[config.mk]
export PLATFORM = sky130hd
export DESIGN_NAME = adcs_ctrl
export DESIGN_NICKNAME = d
export VERILOG_FILES = /design/src/verilog/adcs_pkg.sv /design/src/verilog/adcs_tad_gen.sv /design/src/verilog/adcs_ctrl.sv
export SDC_FILE = /design/constraint.sdc
export NUM_CORES = 1
export LEC_CHECK = 0
export BUFFER_PORTS_ARGS = -buffer_cell sky130_fd_sc_hd__buf_2
export CAP_MARGIN = 0
export CORE_MARGIN = 1
export CORE_UTILIZATION = 25
export CTS_BUF_LIST = sky130_fd_sc_hd__clkbuf_2
export CTS_CLUSTER_SIZE = 12
export DETAILED_ROUTE_END_ITERATION = 12
export PLACE_DENSITY = 0.55
export SYNTH_ARGS = -nofsm -noshare
export SYNTH_HDL_FRONTEND = slang
export SYNTH_HIERARCHICAL = 1
export SYNTH_SLANG_ARGS = --single-unit
[constraint.sdc]
create_clock -name mclk_i -period 1.9 [get_ports mclk_i]
set_clock_uncertainty 0.15 [all_clocks]
set_input_delay 0.38 -clock mclk_i [delete_from_list [all_inputs] [get_ports mclk_i]]
set_output_delay 0.38 -clock mclk_i [all_outputs]
set_load 0.02 [all_outputs]
[src/verilog/adcs_pkg.sv]
// constants, field layouts and carrier types of the converter control sequencer
package adcs_pkg;
   // bus geometry: register index sits in paddr[9:2]
   localparam int ABUS_W = 10;
   localparam int IDX_W = 8;
   // register indices; byte address is four times the index
   localparam logic [IDX_W-1:0] IDX_CLK_CHAN = 8'h1f;
   localparam logic [IDX_W-1:0] IDX_FMT_CFG = 8'h9f;
   localparam logic [IDX_W-1:0] IDX_RES_HIGH = 8'h1e;
   localparam logic [IDX_W-1:0] IDX_RES_LOW = 8'h9e;
   localparam logic [IDX_W-1:0] IDX_ACQ = 8'ha0;
   localparam logic [IDX_W-1:0] IDX_IRQ_STAT = 8'ha1;
   localparam logic [IDX_W-1:0] IDX_IRQ_MASK = 8'ha2;
   // reset values
   localparam logic [7:0] RST_CLK_CHAN = 8'h00;
   localparam logic [7:0] RST_FMT_CFG = 8'h00;
   localparam logic [2:0] RST_ACQ = 3'h0;
   localparam logic [9:0] RST_RESULT = 10'h000;
   localparam logic [7:0] RST_IRQ = 8'h00;
   // field positions
   localparam int ACQ_LSB = 3;
   localparam int DONE_BIT = 0;
   // converter geometry and timing; conversion length in conversion-bit periods, dividers in system clocks
   localparam int RES_W = 10;
   localparam int NUM_CHAN = 14;
   localparam logic [3:0] CONV_TADS = 4'hc;
   localparam logic [9:0] FULL_SCALE = 10'h3ff;
   localparam logic [1:0] CS_RC = 2'h3;
   localparam int DIV_BASE = 2;
   localparam int DIV_MAX = 64;

   // first control register, bit 7 down to bit 0
   typedef struct packed {
      logic [1:0] conv_clock_select;
      logic [2:0] chan_low;
      logic go;
      logic channel_select_msb;
      logic converter_power_on;
   } adcs_clk_chan_t;

   // second control register, bit 7 down to bit 0
   typedef struct packed {
      logic result_justify;
      logic clock_halve_select;
      logic neg_ref_select;
      logic pos_ref_select;
      logic [3:0] pin_analog_config;
   } adcs_fmt_cfg_t;

   // acquisition length in conversion-bit periods
   function automatic logic [4:0] acq_tads(input logic [2:0] code);
      case (code)
         3'h0: acq_tads = 5'h00;
         3'h1: acq_tads = 5'h02;
         3'h2: acq_tads = 5'h04;
         3'h3: acq_tads = 5'h06;
         3'h4: acq_tads = 5'h08;
         3'h5: acq_tads = 5'h0c;
         3'h6: acq_tads = 5'h10;
         default: acq_tads = 5'h14;
      endcase
   endfunction
endpackage

[src/verilog/adcs_tad_gen.sv]
// conversion-bit period tick generator from the system or internal rc clock
`timescale 1ns/10ps
`default_nettype none
module adcs_tad_gen #(
   parameter int CNT_W = 6
) (
   // clock and reset
   input wire logic mclk_i,
   input wire logic rstn_i,
   // control
   input wire logic run_i,
   input wire logic [1:0] sel_i,
   input wire logic halve_i,
   // internal rc clock pin
   input wire logic rc_clk_i,
   // one-cycle tick per conversion-bit period
   output logic tick_o
);
   import adcs_pkg::*;

   if ((1 << CNT_W) < DIV_MAX) begin : g_chk
      $error("adcs_tad_gen: CNT_W too small for the largest divider");
   end

   // last count of the system clock divider
   function automatic logic [CNT_W-1:0] div_last(input logic [1:0] s, input logic h);
      int d;
      d = DIV_BASE << (2 * int'(s) + int'(h));
      div_last = CNT_W'(d - 1);
   endfunction

   logic [CNT_W-1:0] cnt_r;
   logic [CNT_W-1:0] cnt_nxt;
   logic rc_m_r;
   logic rc_s_r;
   logic rc_d_r;
   wire logic use_rc;
   wire logic rc_edge;
   wire logic div_wrap;
   wire logic tick_nxt;

   // rc edges are found in the system domain, so completion lands there too
   assign use_rc = (sel_i == CS_RC);
   assign rc_edge = rc_s_r & ~rc_d_r;
   assign div_wrap = (cnt_r == div_last(sel_i, halve_i));
   assign tick_nxt = run_i & (use_rc ? rc_edge : div_wrap);
   // counter restarts on each run so the first period is whole
   assign cnt_nxt = (!run_i || div_wrap) ? '0 : cnt_r + CNT_W'(1);

   // rc pin synchroniser; the first stage feeds only the second
   always_ff @(posedge mclk_i) begin
      if (!rstn_i) begin
         rc_m_r <= 1'b0;
         rc_s_r <= 1'b0;
         rc_d_r <= 1'b0;
      end else begin
         rc_m_r <= rc_clk_i;
         rc_s_r <= rc_m_r;
         rc_d_r <= rc_s_r;
      end
   end

   // divider and tick flop
   always_ff @(posedge mclk_i) begin
      if (!rstn_i) begin
         cnt_r <= '0;
         tick_o <= 1'b0;
      end else begin
         cnt_r <= cnt_nxt;
         tick_o <= tick_nxt;
      end
   end
endmodule
`default_nettype wire

[src/verilog/adcs_ctrl.sv]
// converter control sequencer: apb registers, acquisition and sar sequencing
// Notes on behaviour
// - writing go starts conversion; hardware clears it
// - power bit off shuts converter down
// - clock select picks fosc/2,/8,/32 or rc
// - halve bit doubles divides to 4,16,64
// - channel codes 0..13 route; 111x none
// - channel msb at bit 1, rest 5:3
// - missing small-package inputs give full scale
// - justify bit chooses right or left alignment
// - negative reference ground or external pin
// - positive reference supply or external pin
// - pin config turns inputs digital from top
// - sample for acquisition time before converting
// - each conversion yields a 10-bit value
// - finish loads result, clears go, flags done
// - acquisition code gives 0..20 bit periods
// - reset clears control and aborts conversion
// - conversion takes twelve bit periods
//
// The implementer's own choice: register access over APB.
`timescale 1ns/10ps
`default_nettype none
module adcs_ctrl #(
   parameter int TAD_CNT_W = 6,
   parameter bit NARROW_PKG = 1'b0
) (
   // clock and reset
   input wire logic mclk_i,
   input wire logic rstn_i,
   // apb slave
   input wire logic psel_i,
   input wire logic penable_i,
   input wire logic pwrite_i,
   input wire logic [adcs_pkg::ABUS_W-1:0] paddr_i,
   input wire logic [31:0] pwdata_i,
   input wire logic [3:0] pstrb_i,
   output logic [31:0] prdata_o,
   output logic pready_o,
   output logic pslverr_o,
   // interrupt
   output logic irq_o,
   // analog side
   input wire logic comp_i,
   input wire logic rc_clk_i,
   output logic power_o,
   output logic sample_o,
   output logic [adcs_pkg::RES_W-1:0] dac_o,
   output logic [adcs_pkg::NUM_CHAN-1:0] chan_sel_o,
   output logic [adcs_pkg::NUM_CHAN-1:0] analog_en_o,
   output logic vref_neg_ext_o,
   output logic vref_pos_ext_o
);
   import adcs_pkg::*;

   if (TAD_CNT_W < 6) begin : g_chk
      $error("adcs_ctrl: TAD_CNT_W too small for divide by 64");
   end

   typedef enum logic [2:0] {
      ST_IDLE = 3'b001,
      ST_ACQ = 3'b010,
      ST_CONV = 3'b100
   } adcs_state_t;

   // one-hot channel route, empty for codes past the last input
   function automatic logic [NUM_CHAN-1:0] chan_route(input logic [3:0] code);
      chan_route = (code < 4'(NUM_CHAN)) ? NUM_CHAN'(1) << code : '0;
   endfunction

   // analog map: each code past one frees one more input from the top
   function automatic logic [NUM_CHAN-1:0] pin_map(input logic [3:0] code);
      pin_map = (code <= 4'h1) ? '1 : ({NUM_CHAN{1'b1}} >> (code - 4'h1));
   endfunction

   // one successive approximation step on bit b
   function automatic logic [RES_W-1:0] sar_step(input logic [RES_W-1:0] t,
                                                 input logic [3:0] b, input logic keep);
      logic [RES_W-1:0] r;
      r = t;
      r[b] = keep;
      if (b != 4'h0) begin
         r[b-4'h1] = 1'b1;
      end
      sar_step = r;
   endfunction

   adcs_state_t st_r;
   adcs_state_t st_nxt;
   adcs_clk_chan_t ctl0_r;
   adcs_fmt_cfg_t ctl1_r;
   logic [2:0] acq_r;
   logic [RES_W-1:0] res_r;
   logic [RES_W-1:0] trial_r;
   logic [3:0] tad_cnt_r;
   logic [4:0] acq_cnt_r;
   logic [7:0] stat_r;
   logic [7:0] mask_r;
   logic comp_m_r;
   logic comp_s_r;
   logic tick;

   // apb decode
   wire logic [IDX_W-1:0] idx_w = paddr_i[ABUS_W-1:2];
   wire logic access_w = psel_i & penable_i;
   wire logic hit_w = (paddr_i[1:0] == 2'h0) &&
                      (idx_w == IDX_CLK_CHAN || idx_w == IDX_FMT_CFG ||
                       idx_w == IDX_RES_HIGH || idx_w == IDX_RES_LOW ||
                       idx_w == IDX_ACQ || idx_w == IDX_IRQ_STAT ||
                       idx_w == IDX_IRQ_MASK);
   wire logic done_w = access_w & pready_o;
   wire logic wr_w = done_w & pwrite_i & pstrb_i[0] & hit_w;
   wire logic rd_stat_w = done_w & ~pwrite_i & (idx_w == IDX_IRQ_STAT) & hit_w;
   wire logic wr0_w = wr_w & (idx_w == IDX_CLK_CHAN);
   wire logic wr1_w = wr_w & (idx_w == IDX_FMT_CFG);
   wire adcs_clk_chan_t wr0_data = pwdata_i[7:0];

   // justified views of the result
   wire logic [7:0] res_high_w = ctl1_r.result_justify ?
                                 {6'h00, res_r[9:8]} : res_r[9:2];
   wire logic [7:0] res_low_w = ctl1_r.result_justify ?
                                res_r[7:0] : {res_r[1:0], 6'h00};
   wire logic [7:0] acq_view_w = {2'h0, acq_r, 3'h0};
   wire logic [7:0] rd_mux_w = (idx_w == IDX_CLK_CHAN) ? ctl0_r :
                               (idx_w == IDX_FMT_CFG) ? ctl1_r :
                               (idx_w == IDX_RES_HIGH) ? res_high_w :
                               (idx_w == IDX_RES_LOW) ? res_low_w :
                               (idx_w == IDX_ACQ) ? acq_view_w :
                               (idx_w == IDX_IRQ_STAT) ? stat_r :
                               (idx_w == IDX_IRQ_MASK) ? mask_r : 8'h00;

   // channel code and sequencing terms
   wire logic [3:0] chan_w = {ctl0_r.channel_select_msb, ctl0_r.chan_low};
   wire logic tied_w = NARROW_PKG && (chan_w >= 4'h5) && (chan_w <= 4'h7);
   wire logic keep_w = comp_s_r | tied_w;
   wire logic start_w = (st_r == ST_IDLE) & wr0_w & wr0_data.go &
                        wr0_data.converter_power_on;
   wire logic abort_w = wr0_w & (~wr0_data.go | ~wr0_data.converter_power_on);
   wire logic fin_w = (st_r == ST_CONV) & tick & (tad_cnt_r == CONV_TADS - 4'h1);
   wire logic [4:0] acq_len_w = acq_tads(acq_r);

   // bit-period ticks run only while a conversion cycle is under way
   adcs_tad_gen #(
      .CNT_W(TAD_CNT_W)
   ) u_tad (
      .mclk_i(mclk_i),
      .rstn_i(rstn_i),
      .run_i(st_r != ST_IDLE),
      .sel_i(ctl0_r.conv_clock_select),
      .halve_i(ctl1_r.clock_halve_select),
      .rc_clk_i(rc_clk_i),
      .tick_o(tick)
   );

   // sequencer next state; a software abort wins over a tick
   always_comb begin
      st_nxt = st_r;
      case (st_r)
         ST_IDLE: begin
            if (start_w) begin
               st_nxt = (acq_len_w == 5'h00) ? ST_CONV : ST_ACQ;
            end
         end
         ST_ACQ: begin
            if (abort_w) begin
               st_nxt = ST_IDLE;
            end else if (tick && acq_cnt_r == 5'h01) begin
               st_nxt = ST_CONV;
            end
         end
         ST_CONV: begin
            if (abort_w || fin_w) begin
               st_nxt = ST_IDLE;
            end
         end
         default: st_nxt = ST_IDLE;
      endcase
   end

   // comparator pin synchroniser; trials need a bit period of at least
   // four system clocks to be judged on a settled comparator
   always_ff @(posedge mclk_i) begin
      if (!rstn_i) begin
         comp_m_r <= 1'b0;
         comp_s_r <= 1'b0;
      end else begin
         comp_m_r <= comp_i;
         comp_s_r <= comp_m_r;
      end
   end

   // state, counters and the approximation register
   always_ff @(posedge mclk_i) begin
      if (!rstn_i) begin
         st_r <= ST_IDLE;
         acq_cnt_r <= 5'h00;
         tad_cnt_r <= 4'h0;
         trial_r <= RST_RESULT;
         res_r <= RST_RESULT;
      end else begin
         st_r <= st_nxt;
         if (start_w) begin
            acq_cnt_r <= acq_len_w;
         end else if (st_r == ST_ACQ && tick) begin
            acq_cnt_r <= acq_cnt_r - 5'h01;
         end
         if (st_r != ST_CONV) begin
            tad_cnt_r <= 4'h0;
            trial_r <= RST_RESULT | (10'h001 << (RES_W - 1));
         end else if (tick) begin
            tad_cnt_r <= tad_cnt_r + 4'h1;
            if (tad_cnt_r != 4'h0 && tad_cnt_r != CONV_TADS - 4'h1) begin
               trial_r <= sar_step(trial_r, 4'ha - tad_cnt_r, keep_w);
            end
         end
         if (fin_w && !abort_w) begin
            res_r <= trial_r;
         end
      end
   end

   // control registers; the go bit is cleared by hardware at the finish
   always_ff @(posedge mclk_i) begin
      if (!rstn_i) begin
         ctl0_r <= RST_CLK_CHAN;
         ctl1_r <= RST_FMT_CFG;
         acq_r <= RST_ACQ;
         mask_r <= RST_IRQ;
      end else begin
         if (wr0_w) begin
            ctl0_r <= wr0_data;
            ctl0_r.go <= start_w | (wr0_data.go & wr0_data.converter_power_on &
                                    ctl0_r.go & ~fin_w);
         end else if (fin_w) begin
            ctl0_r.go <= 1'b0;
         end
         if (wr1_w) begin
            ctl1_r <= pwdata_i[7:0];
         end
         if (wr_w && idx_w == IDX_ACQ) begin
            acq_r <= pwdata_i[ACQ_LSB+2:ACQ_LSB];
         end
         if (wr_w && idx_w == IDX_IRQ_MASK) begin
            mask_r <= pwdata_i[7:0];
         end
      end
   end

   // sticky status: set wins over the read that clears it
   always_ff @(posedge mclk_i) begin
      if (!rstn_i) begin
         stat_r <= RST_IRQ;
         irq_o <= 1'b0;
      end else begin
         stat_r <= (rd_stat_w ? 8'h00 : stat_r) |
                   (8'(fin_w & ~abort_w) << DONE_BIT);
         irq_o <= |(stat_r & mask_r);
      end
   end

   // apb answer: one wait state, data and error from flops
   always_ff @(posedge mclk_i) begin
      if (!rstn_i) begin
         pready_o <= 1'b0;
         pslverr_o <= 1'b0;
         prdata_o <= 32'h0000_0000;
      end else begin
         pready_o <= access_w & ~pready_o;
         pslverr_o <= access_w & ~pready_o & ~hit_w;
         prdata_o <= (access_w && !pready_o && hit_w) ? {24'h00_0000, rd_mux_w} : 32'h0000_0000;
      end
   end

   // analog side controls
   always_ff @(posedge mclk_i) begin
      if (!rstn_i) begin
         power_o <= 1'b0;
         sample_o <= 1'b0;
         dac_o <= RST_RESULT;
         chan_sel_o <= '0;
         analog_en_o <= '1;
         vref_neg_ext_o <= 1'b0;
         vref_pos_ext_o <= 1'b0;
      end else begin
         power_o <= ctl0_r.converter_power_on;
         sample_o <= ctl0_r.converter_power_on & (st_r != ST_CONV);
         dac_o <= (st_r == ST_CONV) ? trial_r : RST_RESULT;
         chan_sel_o <= ctl0_r.converter_power_on ? chan_route(chan_w) : '0;
         analog_en_o <= pin_map(ctl1_r.pin_analog_config);
         vref_neg_ext_o <= ctl1_r.neg_ref_select;
         vref_pos_ext_o <= ctl1_r.pos_ref_select;
      end
   end

   // helper counters watched only by assertions
   logic [4:0] ast_conv_r;
   logic [4:0] ast_acq_r;
   always_ff @(posedge mclk_i) begin
      if (!rstn_i || st_r == ST_IDLE) begin
         ast_conv_r <= 5'h00;
         ast_acq_r <= 5'h00;
      end else begin
         ast_conv_r <= ast_conv_r + 5'((st_r == ST_CONV) & tick);
         ast_acq_r <= ast_acq_r + 5'((st_r == ST_ACQ) & tick);
      end
   end
endmodule
`default_nettype wire

==> impl_summary.log, run 1 <==
INFO  metric finalWorstSetupSlack = -0.00453 ns
INFO  metric cts.sink_count = 125
INFO  metric status = complete, but fails checks
INFO  metric crit_fanout = 3
INFO  metric reg_to_reg_slack_setup = -0.005 ns
INFO  metric hold-path-cell-count = 7
INFO  metric required = 2.33 ns
INFO  metric grt_max_degree = 29
INFO  metric ys_ff_latch = 125
INFO  metric violated_checks = negative setup slack
INFO  metric diodes = 0
INFO  metric remaining_drc_errors = 0
INFO  metric post_synth_main_area_contributors = sky130_fd_sc_hd__dfxtp_1, sky130_fd_sc_hd__mux2i_1, sky130_fd_sc_hd__nor2_1, sky130_fd_sc_hd__nand2_1, sky130_fd_sc_hd__buf_4
INFO  metric power_density = approximately 600 nW/um^2
INFO  metric hp-start = paddr_i[0]
INFO  metric endpoint_class_of_the_critical_path = flop
INFO  metric tritoncts_clock_tree = done
INFO  metric fp-row-count = between 50 and 60
INFO  metric htreeDepth = 4
INFO  metric final_cell_area = 7530 um^2
INFO  metric latest_clock_arrival_within_the_worst_skew_pair = between 0.6 and 0.7 ns
INFO  metric signed_area_change_from_the_synthesized_netlist_to_the_final_layout = 31.7%
INFO  metric detailroute.via_count = roughly 5,000
INFO  metric port_buffers = 78
INFO  metric syn-cell-area = approximately 5700 um^2
INFO  metric synth_top_area_share = 43.8%
INFO  metric stdcell_count = 1,091
INFO  metric synth.distinct_cells = 69
INFO  metric grt_pass1_wl = approximately 24 mm
INFO  metric final_core_area_utilization = between 30 and 40%
INFO  metric dr.pass1.iters = 5
INFO  metric postRouteAntennaNets = 0
INFO  metric r2r_start = tad_cnt_r[0]
INFO  metric rsz_0062_raised_after_global_routing = yes
INFO  metric numPlacedInstances = a little over 1,000
INFO  metric finalMaxSlewViolations = 0
INFO  metric hold-path-endpoint = stat_r[0]
INFO  metric postPlaceCellArea = 6810 um^2
INFO  metric vias_per_cell = 4.59
INFO  metric core_area = 22,100 um^2
INFO  metric routed_wire_length_per_instance = 14.0 um
INFO  metric maxClockFrequency = between 500 and 600 MHz
INFO  metric top_layer = met4
INFO  metric finish.net_count = between 800 and 900
INFO  metric synth_top_flop_cell = sky130_fd_sc_hd__dfxtp_1
INFO  metric synth.largest_area_cell = sky130_fd_sc_hd__dfxtp_1
INFO  metric min_period_over_period = 100%
INFO  metric report.final.hold_viol_count = 0
INFO  metric cts_max_path_buffers = 2
INFO  metric clk_transition_reported_paths = approximately 0.20 ns
INFO  metric wl_met1 = around 7.1 mm
INFO  metric dieArea = 23,500 um^2
INFO  metric layout_commonest_cell = sky130_fd_sc_hd__dfxtp_1
INFO  metric synth-edff-count = 0
INFO  metric drt_first_iter_violations = 235
INFO  metric number_of_antenna_violations_at_the_first_check_in_global_routing = 0
INFO  metric crit-reg2reg-capture = trial_r[4]
INFO  metric cap_viol_max_count = 0
INFO  metric r2r.worst_path.cells = 8
INFO  metric critical_path_class = flop to flop
INFO  metric finalWorstPathRequiredPeriod = 1.90 ns
INFO  metric synth-async-reset-ratio = 0%
INFO  metric timing.hold.worst.class = input pin to flop
INFO  metric yosys_warnings = 6
INFO  metric power.static_leakage = about 3.1 nW
INFO  metric die_w = 153 um
INFO  metric first_global_vias = 4,725
INFO  metric crit_arrival = roughly 2.3 ns
INFO  metric postSynthAreaPerCell = between 9 and 10 um^2
INFO  metric io_pins = between 100 and 150
INFO  metric gpl_congestion = ~0.85
INFO  metric route.met2.wl = between 7 and 8 mm
INFO  metric postRouteWirelength = between 15 and 20 mm
INFO  metric dieHeight = about 150 um
INFO  metric layout_common_cells = sky130_fd_sc_hd__dfxtp_1, sky130_fd_sc_hd__buf_2, sky130_fd_sc_hd__buf_4
INFO  metric globalRouteOverflowTotal = 0
INFO  metric setup_viol_count_final = 2
INFO  metric tritoncts.num_buffers = 17
INFO  metric cp-start-kind = flop
INFO  metric vdd_ir_drop_max = ~0.00020 V
INFO  metric yosysSeqAreaShare = between 40 and 50%
INFO  metric drive_gt1_share = 31.1%
INFO  metric routed-wl-met3 = roughly 740 um
INFO  metric post_synthesis_instance_total = 635
INFO  metric post-dp-hpwl = ~11 mm
INFO  metric floorplan.initialDensity = 25.9%
INFO  metric ctsRootBufferMaster = sky130_fd_sc_hd__clkbuf_2
INFO  metric grt.total_usage = 13.1%
[per-stage QoR]
stage	power (W)	TNS (ns)	hold WS [ns]	setup slack, ns
final	0.00446	-0.00793	0.0997	-0.00453
after global routing	0.00469	-0.562	0.0729	-0.131
after CTS	0.00454	-0.0416	0.0140	-0.0400
after detailed placement	0.00289	-9.06	0.271	-0.397
after global placement	0.00289	-8.67	0.272	-0.340
after floorplan	0.00283	0	0.262	0.00311
[synthesized netlist by cell type (3+ instances only)]
master and n:
sky130_fd_sc_hd__nor3_1 19, sky130_fd_sc_hd__nand4_1 7, sky130_fd_sc_hd__buf_2 10, sky130_fd_sc_hd__nand3b_1 6, sky130_fd_sc_hd__nor3b_1 9, sky130_fd_sc_hd__clkbuf_1 21
sky130_fd_sc_hd__a22oi_1 10, sky130_fd_sc_hd__o31ai_1 4, sky130_fd_sc_hd__inv_1 17, sky130_fd_sc_hd__o22ai_1 4, sky130_fd_sc_hd__a21oi_1 35, sky130_fd_sc_hd__nand3_1 22
sky130_fd_sc_hd__nand2_1 58, sky130_fd_sc_hd__or2_2 4, sky130_fd_sc_hd__nor2b_1 6, sky130_fd_sc_hd__ha_1 13, sky130_fd_sc_hd__nand2b_1 10, sky130_fd_sc_hd__and2_1 10
sky130_fd_sc_hd__o21ai_0 15, sky130_fd_sc_hd__a211oi_1 6, sky130_fd_sc_hd__xor2_1 6, sky130_fd_sc_hd__buf_4 25, sky130_fd_sc_hd__a22o_1 4, sky130_fd_sc_hd__and3_1 12
sky130_fd_sc_hd__a41oi_1 3, sky130_fd_sc_hd__nor4_1 6, sky130_fd_sc_hd__or3_1 3, sky130_fd_sc_hd__nor4b_2 3, sky130_fd_sc_hd__a222oi_1 3, sky130_fd_sc_hd__nor2_1 60
sky130_fd_sc_hd__dfxtp_1 125, sky130_fd_sc_hd__xnor2_1 13, sky130_fd_sc_hd__mux2i_1 37
[how the worst max path moves through the flow]
stage / end / slack [ns] / from
floorplan: st_r[0] / 0.003 / paddr_i[3]
global placement: prdata_o[7] / -0.34 / paddr_i[7]
detailed placement: prdata_o[7] / -0.40 / paddr_i[7]
CTS: trial_r[4] / -0.04 / tad_cnt_r[0]
global route: trial_r[4] / -0.13 / tad_cnt_r[0]
finish: trial_r[4] / -0.005 / tad_cnt_r[0]
[power breakdown]
group | switching (W) | leakage, nW | internal [W]
Combinational | 0.000142 | 1.92 | 0.0000893
Sequential | 0.00000461 | 1.01 | 0.00263
Clock | 0.00108 | 0.142 | 0.000506
Total | 0.00123 | 3.07 | 0.00323
[area by class of cell]
type / instances / area [um^2]
multi-input cells: 455 / 3080
repair buffers: 180 / 1270
inverters: 19 / 83.8
well taps: 280 / 350
clock buffers: 18 / 90.1
flip-flops and latches: 125 / 2510
clock inverters: 14 / 134
fillers: 2302 / 14600
[logic make-up (layout without fill, tap and decap cells)]
family | after synthesis | in the layout | synth area share (%)
AOI/OAI and AO/OA | 105 | 105 | 12.2
DFF | 125 | 125 | 43.8
and+or+nand+nor | 255 | 255 | 24.2
adders and majority gates | 13 | 13 | 2.85
muxes | 39 | 39 | 6.87
buffers and inverters | 78 | 231 | 7.11
other | 1 | 24 | 0.0656
xor gates and xnor gates | 19 | 19 | 2.91
[layer usage]
layer	GRT usage (%)	vias to the layer above
met2	21.0	132
met5	0	-
met3	2.98	23
li1	-	2518
met1	17.1	2336
met4	4.67	0
[sequential cells by signal (all words and copies together), names as in the netlist, 4 cells and up]
| signal | count |
|---|---|
| analog_en_o | 14 |
| chan_sel_o | 14 |
| dac_o | 10 |
| res_r | 10 |
| trial_r | 10 |
| ctl1_r | 8 |
| mask_r | 8 |
| prdata_o | 8 |
| u_tad/cnt_r | 6 |
| acq_cnt_r | 5 |
| chan_w | 4 |
| ctl0_r | 4 |
| tad_cnt_r | 4 |
[worst max-delay path: stages (launching register included)]
cell and delay [ns]:
sky130_fd_sc_hd__dfxtp_4 0.42, sky130_fd_sc_hd__buf_6 0.12, sky130_fd_sc_hd__inv_8 0.04, sky130_fd_sc_hd__ha_4 0.15, sky130_fd_sc_hd__mux2i_2 0.16, sky130_fd_sc_hd__o211ai_1 0.15, sky130_fd_sc_hd__or3_4 0.37, sky130_fd_sc_hd__mux2i_1 0.15
sky130_fd_sc_hd__o22ai_1 0.09
[timing repair]
item                       in CTS  in global routing
resized for setup              32                 27
pin swaps                      10                 19
buffers inserted                4                  3
hold endpoints to repair       34                  0
hold buffers                   19                  0
setup endpoints to repair      21                 25
(Power assumes the default switching activity.)
==> run 2, diff against run 1 <==
==> constraint.sdc (replaced) <==
create_clock -name mclk_i -period 1.9 [get_ports mclk_i]
set_clock_uncertainty 0.15 [all_clocks]
set_input_delay 0.285 -clock mclk_i [delete_from_list [all_inputs] [get_ports mclk_i]]
set_output_delay 0.285 -clock mclk_i [all_outputs]
set_load 0.02 [all_outputs]
==> impl_summary.log, run 2 (same netlist as run 1, synthesis figures left out) <==
INFO  metric drt_first_iter_violations = 256 (+8.9%)
INFO  metric signed_area_change_from_the_synthesized_netlist_to_the_final_layout = 30.3%
INFO  metric clk_transition_reported_paths = 0.21 ns (about the same)
INFO  metric finalMaxSlewViolations = 0 (unchanged)
INFO  metric timing.hold.worst.class = input pin to flop
INFO  metric violated_checks = negative setup slack
INFO  metric slowest_delay = 0.53 ns (+0.11 ns)
INFO  metric floorplan.initialDensity = 25.9% (unchanged)
INFO  metric largestRegisters = analog_en_o: 14 flops, chan_sel_o: 14 flops
INFO  metric hp-start = paddr_i[7]
INFO  metric route.met2.wl = 7.25 mm (+2.5%)
INFO  metric cap_viol_max_count = 0 (unchanged)
INFO  metric r2r_start = tad_cnt_r[1]
INFO  metric rsz_0062_raised_after_global_routing = yes
INFO  metric stdcell_count = 1,083 (-0.73%)
INFO  metric top_layer = met4
INFO  metric timing.critical_path.slowest_stage_cell = sky130_fd_sc_hd__dlygate4sd3_1
INFO  metric detailroute.via_count = 5,030 (+0.42%)
INFO  metric dr.pass1.iters = 5 (unchanged)
INFO  metric htreeDepth = 4 (unchanged)
INFO  metric vias_per_cell = 4.64 (+1.2%)
INFO  metric critPathLaunch = paddr_i[1]
INFO  metric report.final.hold_viol_count = 0 (unchanged)
INFO  metric final_core_area_utilization = 33.7% (-0.36 points)
INFO  metric place_worst_setup_slack = -0.189 ns (+0.208 ns)
INFO  metric routed-wl-met3 = 658 um (-12%)
INFO  metric cp_cell_sequence = dlygate4sd3_1, buf_2, or3b_4, nor4_4, buf_6, nor3b_4, nor2_1, a211oi_2
INFO  metric finish.net_count = 856 (-0.93%)
INFO  metric crit_fanout = 6 (+3)
INFO  metric wl_met1 = 7.21 mm (+1.1%)
INFO  metric crit_arrival = 2.41 ns (+0.08 ns)
INFO  metric post-layout-total-power = 0.00454 W (+1.8%)
INFO  metric finalWorstSetupSlack = -0.00911 ns (-0.00458 ns)
INFO  metric cp-start-kind = input pin
INFO  metric cts.sink_count = 125 (unchanged)
INFO  metric wp_buf_inv = 3 (+1)
INFO  metric layout_commonest_cell = sky130_fd_sc_hd__dfxtp_1
INFO  metric globalRouteOverflowTotal = 0 (unchanged)
INFO  metric dieHeight = 153 um (unchanged)
INFO  metric routed_wire_length_per_instance = 14.2 um (+1.5%)
INFO  metric reg_to_reg_slack_setup = 0.03 ns (+0.03 ns)
INFO  metric critical_path.endpoint = acq_cnt_r[2]
INFO  metric io_pins = 130 (unchanged)
INFO  metric grt.total_usage = 13.2% (+0.16 points)
INFO  metric crit-reg2reg-capture = trial_r[4]
INFO  metric latest_clock_arrival_within_the_worst_skew_pair = 0.71 ns (+0.02 ns)
INFO  metric critical-path-top-delay-family = simple AND/OR/NAND/NOR gates
INFO  metric tritoncts.num_buffers = 17 (unchanged)
INFO  metric status = complete, but fails checks
INFO  metric worstSetupPathDepth = 8 (unchanged)
INFO  metric die_w = 153 um (unchanged)
INFO  metric remaining_drc_errors = 0 (unchanged)
INFO  metric number_of_antenna_violations_at_the_first_check_in_global_routing = 0 (unchanged)
INFO  metric min_period_over_period = 100% (+0.24 points)
INFO  metric core_area = 22,100 um^2 (unchanged)
INFO  metric postRouteAntennaNets = 0 (unchanged)
INFO  metric dieArea = 23,500 um^2 (unchanged)
INFO  metric required = 2.40 ns (+0.07 ns)
INFO  metric layout_common_cells = sky130_fd_sc_hd__dfxtp_1, sky130_fd_sc_hd__buf_2, sky130_fd_sc_hd__buf_4
INFO  metric numPlacedInstances = 1,026 (-0.77%)
INFO  metric port_buffers = 78 (unchanged)
INFO  metric n_fill_cell = 2,283 (-0.83%)
INFO  metric vdd_ir_drop_max = 0.000296 V (+45%)
INFO  metric finalWorstPathRequiredPeriod = 1.91 ns (+0.00458 ns)
INFO  metric first_global_vias = 4,672 (-1.1%)
INFO  metric maxClockFrequency = 524 MHz (-0.24%)
INFO  metric setup_viol_count_final = 2 (unchanged)
INFO  metric r2r.worst_path.cells = 7 (-1)
INFO  metric endpoint_class_of_the_critical_path = flop
INFO  metric fp-row-count = 54 (unchanged)
INFO  metric grt_pass1_wl = 24.6 mm (+0.99%)
INFO  metric ctsRootBufferMaster = sky130_fd_sc_hd__clkbuf_2
INFO  metric diodes = 0 (unchanged)
INFO  metric drive_gt1_share = 30.0% (-1.1 points)
INFO  metric gpl_congestion = 0.836 (-1.9%)
INFO  metric power.static_leakage = 3.00 nW (-2.3%)
INFO  metric postRouteWirelength = 15.4 mm (+0.80%)
INFO  metric grt_max_degree = 46 (+59%)
INFO  metric fin_tns_setup = -0.0128 ns (-0.00491 ns)
INFO  metric post-dp-hpwl = 11.1 mm (-0.77%)
INFO  metric power_density = 609 nW/um^2 (+2.9%)
INFO  metric cts_max_path_buffers = 2 (unchanged)
INFO  metric tritoncts_clock_tree = done
INFO  metric critical_path_class = input pin to flop
run 2: worst min-delay path by stage:
stage               depth (start not counted)           end
detailed placement                          1  u_tad/rc_s_r
CTS                                         6       st_r[0]
finish                                      6       st_r[0]
global placement                            1  u_tad/rc_s_r
floorplan                                   1  u_tad/rc_m_r
global route                                5   prdata_o[7]
run 2: metrics by stage:
step | area, um^2 | hold WS [ns]
detailed placement | 6740 | 0.271
global route | 7450 | 0.0720
floorplan | 5820 | 0.257
global placement | 6740 | 0.264
finish | 7450 | 0.100
CTS | 7260 | 0.0536
run 2: what timing repair did:
action                                  in CTS  in global routing
buffers inserted                             1                  1
endpoints found under the setup margin      13                 32
endpoints found under the hold margin       75                  0
resized for setup                            7                 43
hold buffers                                24                  0
pin swaps                                    0                 17
run 2: worst reg2reg max path, delay by kind of cell (launching register included):
| family | cells | cell delay (ns) |
|---|---|---|
| flops | 1 | 0.42 |
| fa+ha+maj | 1 | 0.17 |
| compound gates | 2 | 0.27 |
| simple gates | 1 | 0.38 |
| mux | 2 | 0.31 |
| buf+inv | 1 | 0.07 |
run 2: report_power, final:
group          total, W  internal, W  leakage, nW  switching [W]
Sequential      0.00264      0.00263         1.01     0.00000476
Combinational  0.000237    0.0000932         1.85       0.000144
Clock           0.00166     0.000519        0.136        0.00115
run 2: area by class of cell:
type	instances	area [um^2]	area share, %
inverter	19	71.3	0.958
tap	280	350	4.70
timing repair buffer	172	1180	15.9
clock inverter	15	151	2.03
clock buffer	17	85.1	1.14
sequential	125	2510	33.8
multi-input combinational	455	3090	41.5
run 2: metal layers:
| metal | up-vias | GRT usage [%] |
|---|---|---|
| met5 | - | 0 |
| met4 | 0 | 4.14 |
| met3 | 20 | 3.43 |
| met2 | 140 | 21.4 |
| met1 | 2379 | 17.2 |
| li1 | 2491 | - |
==> run 3, diff against run 2 <==
--- a/config.mk
+++ b/config.mk
@@ -7,12 +7,14 @@
 export LEC_CHECK = 0
 export BUFFER_PORTS_ARGS = -buffer_cell sky130_fd_sc_hd__buf_2
 export CAP_MARGIN = 0
+export CELL_PAD_IN_SITES_DETAIL_PLACEMENT = 1
+export CELL_PAD_IN_SITES_GLOBAL_PLACEMENT = 1
 export CORE_MARGIN = 1
 export CORE_UTILIZATION = 25
 export CTS_BUF_LIST = sky130_fd_sc_hd__clkbuf_2
 export CTS_CLUSTER_SIZE = 12
 export DETAILED_ROUTE_END_ITERATION = 12
-export PLACE_DENSITY = 0.55
+export PLACE_DENSITY = 0.66
 export SYNTH_ARGS = -nofsm -noshare
 export SYNTH_HDL_FRONTEND = slang
 export SYNTH_HIERARCHICAL = 1
==> impl_summary.log, run 3 (same netlist as run 1, synthesis figures left out) <==
INFO  metric critPathLaunch = tad_cnt_r[0]
INFO  metric floorplan.initialDensity = 25.9% (unchanged)
INFO  metric violated_checks = negative setup slack
INFO  metric fp-row-count = 54 (unchanged)
INFO  metric core_area = 22,100 um^2 (unchanged)
INFO  metric reg_to_reg_slack_setup = -0.005 ns (-0.03 ns)
INFO  metric power_density = 589 nW/um^2 (-3.3%)
INFO  metric vias_per_cell = 4.66 (+0.39%)
INFO  metric dieHeight = 153 um (unchanged)
INFO  metric drt_first_iter_violations = 224 (-13%)
INFO  metric finalWorstSetupSlack = -0.00454 ns (+0.00458 ns)
INFO  metric latest_clock_arrival_within_the_worst_skew_pair = 0.69 ns (-0.02 ns)
INFO  metric r2r.worst_path.cells = 7 (unchanged)
INFO  metric largestRegisters = analog_en_o: 14 flops, chan_sel_o: 14 flops
INFO  metric report.final.hold_viol_count = 0 (unchanged)
INFO  metric cap_viol_max_count = 0 (unchanged)
INFO  metric gpl_congestion = 0.850 (+1.7%)
INFO  metric cp_cell_sequence = buf_4, a21oi_2, buf_4, or3b_2, o31ai_1, a221oi_2, nor3_1
INFO  metric crit_arrival = 2.38 ns (-0.03 ns)
INFO  metric grt_pass1_wl = 26.7 mm (+8.7%)
INFO  metric globalRouteOverflowTotal = 0 (unchanged)
INFO  metric timing.critical_path.slowest_stage_cell = sky130_fd_sc_hd__or3b_2
INFO  metric slowest_delay = 0.48 ns (-0.05 ns)
INFO  metric ctsRootBufferMaster = sky130_fd_sc_hd__clkbuf_2
INFO  metric number_of_antenna_violations_at_the_first_check_in_global_routing = 0 (unchanged)
INFO  metric rsz_0062_raised_after_global_routing = yes
INFO  metric diodes = 0 (unchanged)
INFO  metric cts.sink_count = 125 (unchanged)
INFO  metric cp-start-kind = flop
INFO  metric postRouteWirelength = 16.7 mm (+8.6%)
INFO  metric finish.net_count = 867 (+1.3%)
INFO  metric r2r_start = tad_cnt_r[0]
INFO  metric maxClockFrequency = 525 MHz (+0.24%)
INFO  metric die_w = 153 um (unchanged)
INFO  metric critical_path.most_common_cell = sky130_fd_sc_hd__buf_4
INFO  metric critical-path-top-delay-family = simple AND/OR/NAND/NOR gates
INFO  metric remaining_drc_errors = 0 (unchanged)
INFO  metric min_period_over_period = 100% (-0.24 points)
INFO  metric dr.pass1.iters = 4 (-1)
INFO  metric port_buffers = 78 (unchanged)
INFO  metric clk_transition_reported_paths = 0.21 ns (about the same)
INFO  metric signed_area_change_from_the_synthesized_netlist_to_the_final_layout = 31.5%
INFO  metric detailroute.via_count = 5,101 (+1.4%)
INFO  metric numPlacedInstances = 1,031 (+0.49%)
INFO  metric status = complete, but fails checks
INFO  metric critical_path_class = flop to flop
INFO  metric timing.hold.worst.class = input pin to flop
INFO  metric finalMaxSlewViolations = 0 (unchanged)
INFO  metric wp_buf_inv = 2 (-1)
INFO  metric n_fill_cell = 2,625 (+15%)
INFO  metric power.static_leakage = 3.04 nW (+1.2%)
INFO  metric tritoncts_clock_tree = done
INFO  metric post-layout-total-power = 0.00443 W (-2.5%)
INFO  metric crit_fanout = 8 (+2)
INFO  metric layout_commonest_cell = sky130_fd_sc_hd__dfxtp_1
INFO  metric tritoncts.num_buffers = 17 (unchanged)
INFO  metric stdcell_count = 1,094 (+1.0%)
INFO  metric post-dp-hpwl = 12.3 mm (+11%)
INFO  metric worstSetupPathDepth = 7 (-1)
INFO  metric dieArea = 23,500 um^2 (unchanged)
INFO  metric htreeDepth = 4 (unchanged)
INFO  metric postRouteAntennaNets = 0 (unchanged)
INFO  metric endpoint_class_of_the_critical_path = flop
INFO  metric cts_max_path_buffers = 2 (unchanged)
INFO  metric setup_viol_count_final = 1 (-1)
INFO  metric finalWorstPathRequiredPeriod = 1.90 ns (-0.00458 ns)
INFO  metric io_pins = 130 (unchanged)
INFO  metric required = 2.37 ns (-0.03 ns)
INFO  metric grt_max_degree = 24 (-48%)
INFO  metric layout_common_cells = sky130_fd_sc_hd__dfxtp_1, sky130_fd_sc_hd__buf_4, sky130_fd_sc_hd__buf_2
INFO  metric routed_wire_length_per_instance = 15.2 um (+7.5%)
INFO  metric final_core_area_utilization = 34.0% (+0.31 points)
INFO  metric vdd_ir_drop_max = 0.000247 V (-16%)
INFO  metric crit-reg2reg-capture = trial_r[0]
INFO  metric first_global_vias = 5,044 (+8.0%)
INFO  metric grt.total_usage = 14.5% (+1.2 points)
INFO  metric drive_gt1_share = 31.0% (+0.95 points)
INFO  metric critical_path.endpoint = trial_r[0]
INFO  metric hold-path-cell-count = 6 (unchanged)
run 3: routing by layer:
metal	GRT usage (%)	up-vias	wire length, um
li1	-	2521	-
met4	3.56	0	131
met2	24.9	105	8100
met3	3.46	11	625
met1	18.0	2464	7810
met5	0	-	0
run 3: repair_timing:
item | CTS | global route
hold buffers | 25 | 0
setup buffers | 4 | 3
hold endpoints to repair | 72 | 0
cloned | 1 | 0
endpoints found under the setup margin | 19 | 34
pin swaps | 3 | 12
resized for setup | 17 | 36
run 3: stage by stage:
step	setup slack, ns	TNS (ns)	hold WS (ns)	cell area, um^2
6_report	-0.00454	-0.00454	0.0676	7520
5_1_grt	-0.105	-0.901	0.0100	7520
4_1_cts	-0.0167	-0.0316	0.0545	7340
3_5_place_dp	-0.187	-3.45	0.270	6780
3_3_place_gp	-0.162	-2.90	0.265	6780
2_1_floorplan	-0.0174	-0.156	0.257	5820
run 3: worst min-delay path, cell delays in order:
cell and delay (ns):
sky130_fd_sc_hd__buf_2 0.11, sky130_fd_sc_hd__nor4b_4 0.13, sky130_fd_sc_hd__nand3_1 0.08, sky130_fd_sc_hd__a21boi_1 0.08, sky130_fd_sc_hd__nand2_1 0.11, sky130_fd_sc_hd__a211oi_1 0.08
run 3: worst min-delay path by stage:
stage                 start           end  slack (ns)
5_1_grt          paddr_i[7]   prdata_o[1]        0.01
6_report         paddr_i[7]   prdata_o[1]        0.07
3_3_place_gp       comp_m_r      comp_s_r        0.27
4_1_cts          paddr_i[7]   prdata_o[1]        0.05
2_1_floorplan        rstn_i  u_tad/rc_m_r        0.26
3_5_place_dp   u_tad/rc_m_r  u_tad/rc_s_r        0.27
run 3: final cells by class:
type,count,area (um^2),area share [%]
multi-input cells,455,3090,41.1
flip-flops and latches,125,2510,33.4
repair buffers,183,1280,17.0
well taps,280,350,4.66
clock inverters,15,128,1.70
clock buffers,17,85.1,1.13
inverters,19,71.3,0.949
run 3: power by group:
group	leakage [nW]	internal, W	total (W)	switching, W
Sequential	1.01	0.00263	0.00264	0.00000478
Clock	0.125	0.000387	0.00155	0.00117
Combinational	1.90	0.0000910	0.000235	0.000144
Total	3.04	0.00311	0.00443	0.00132
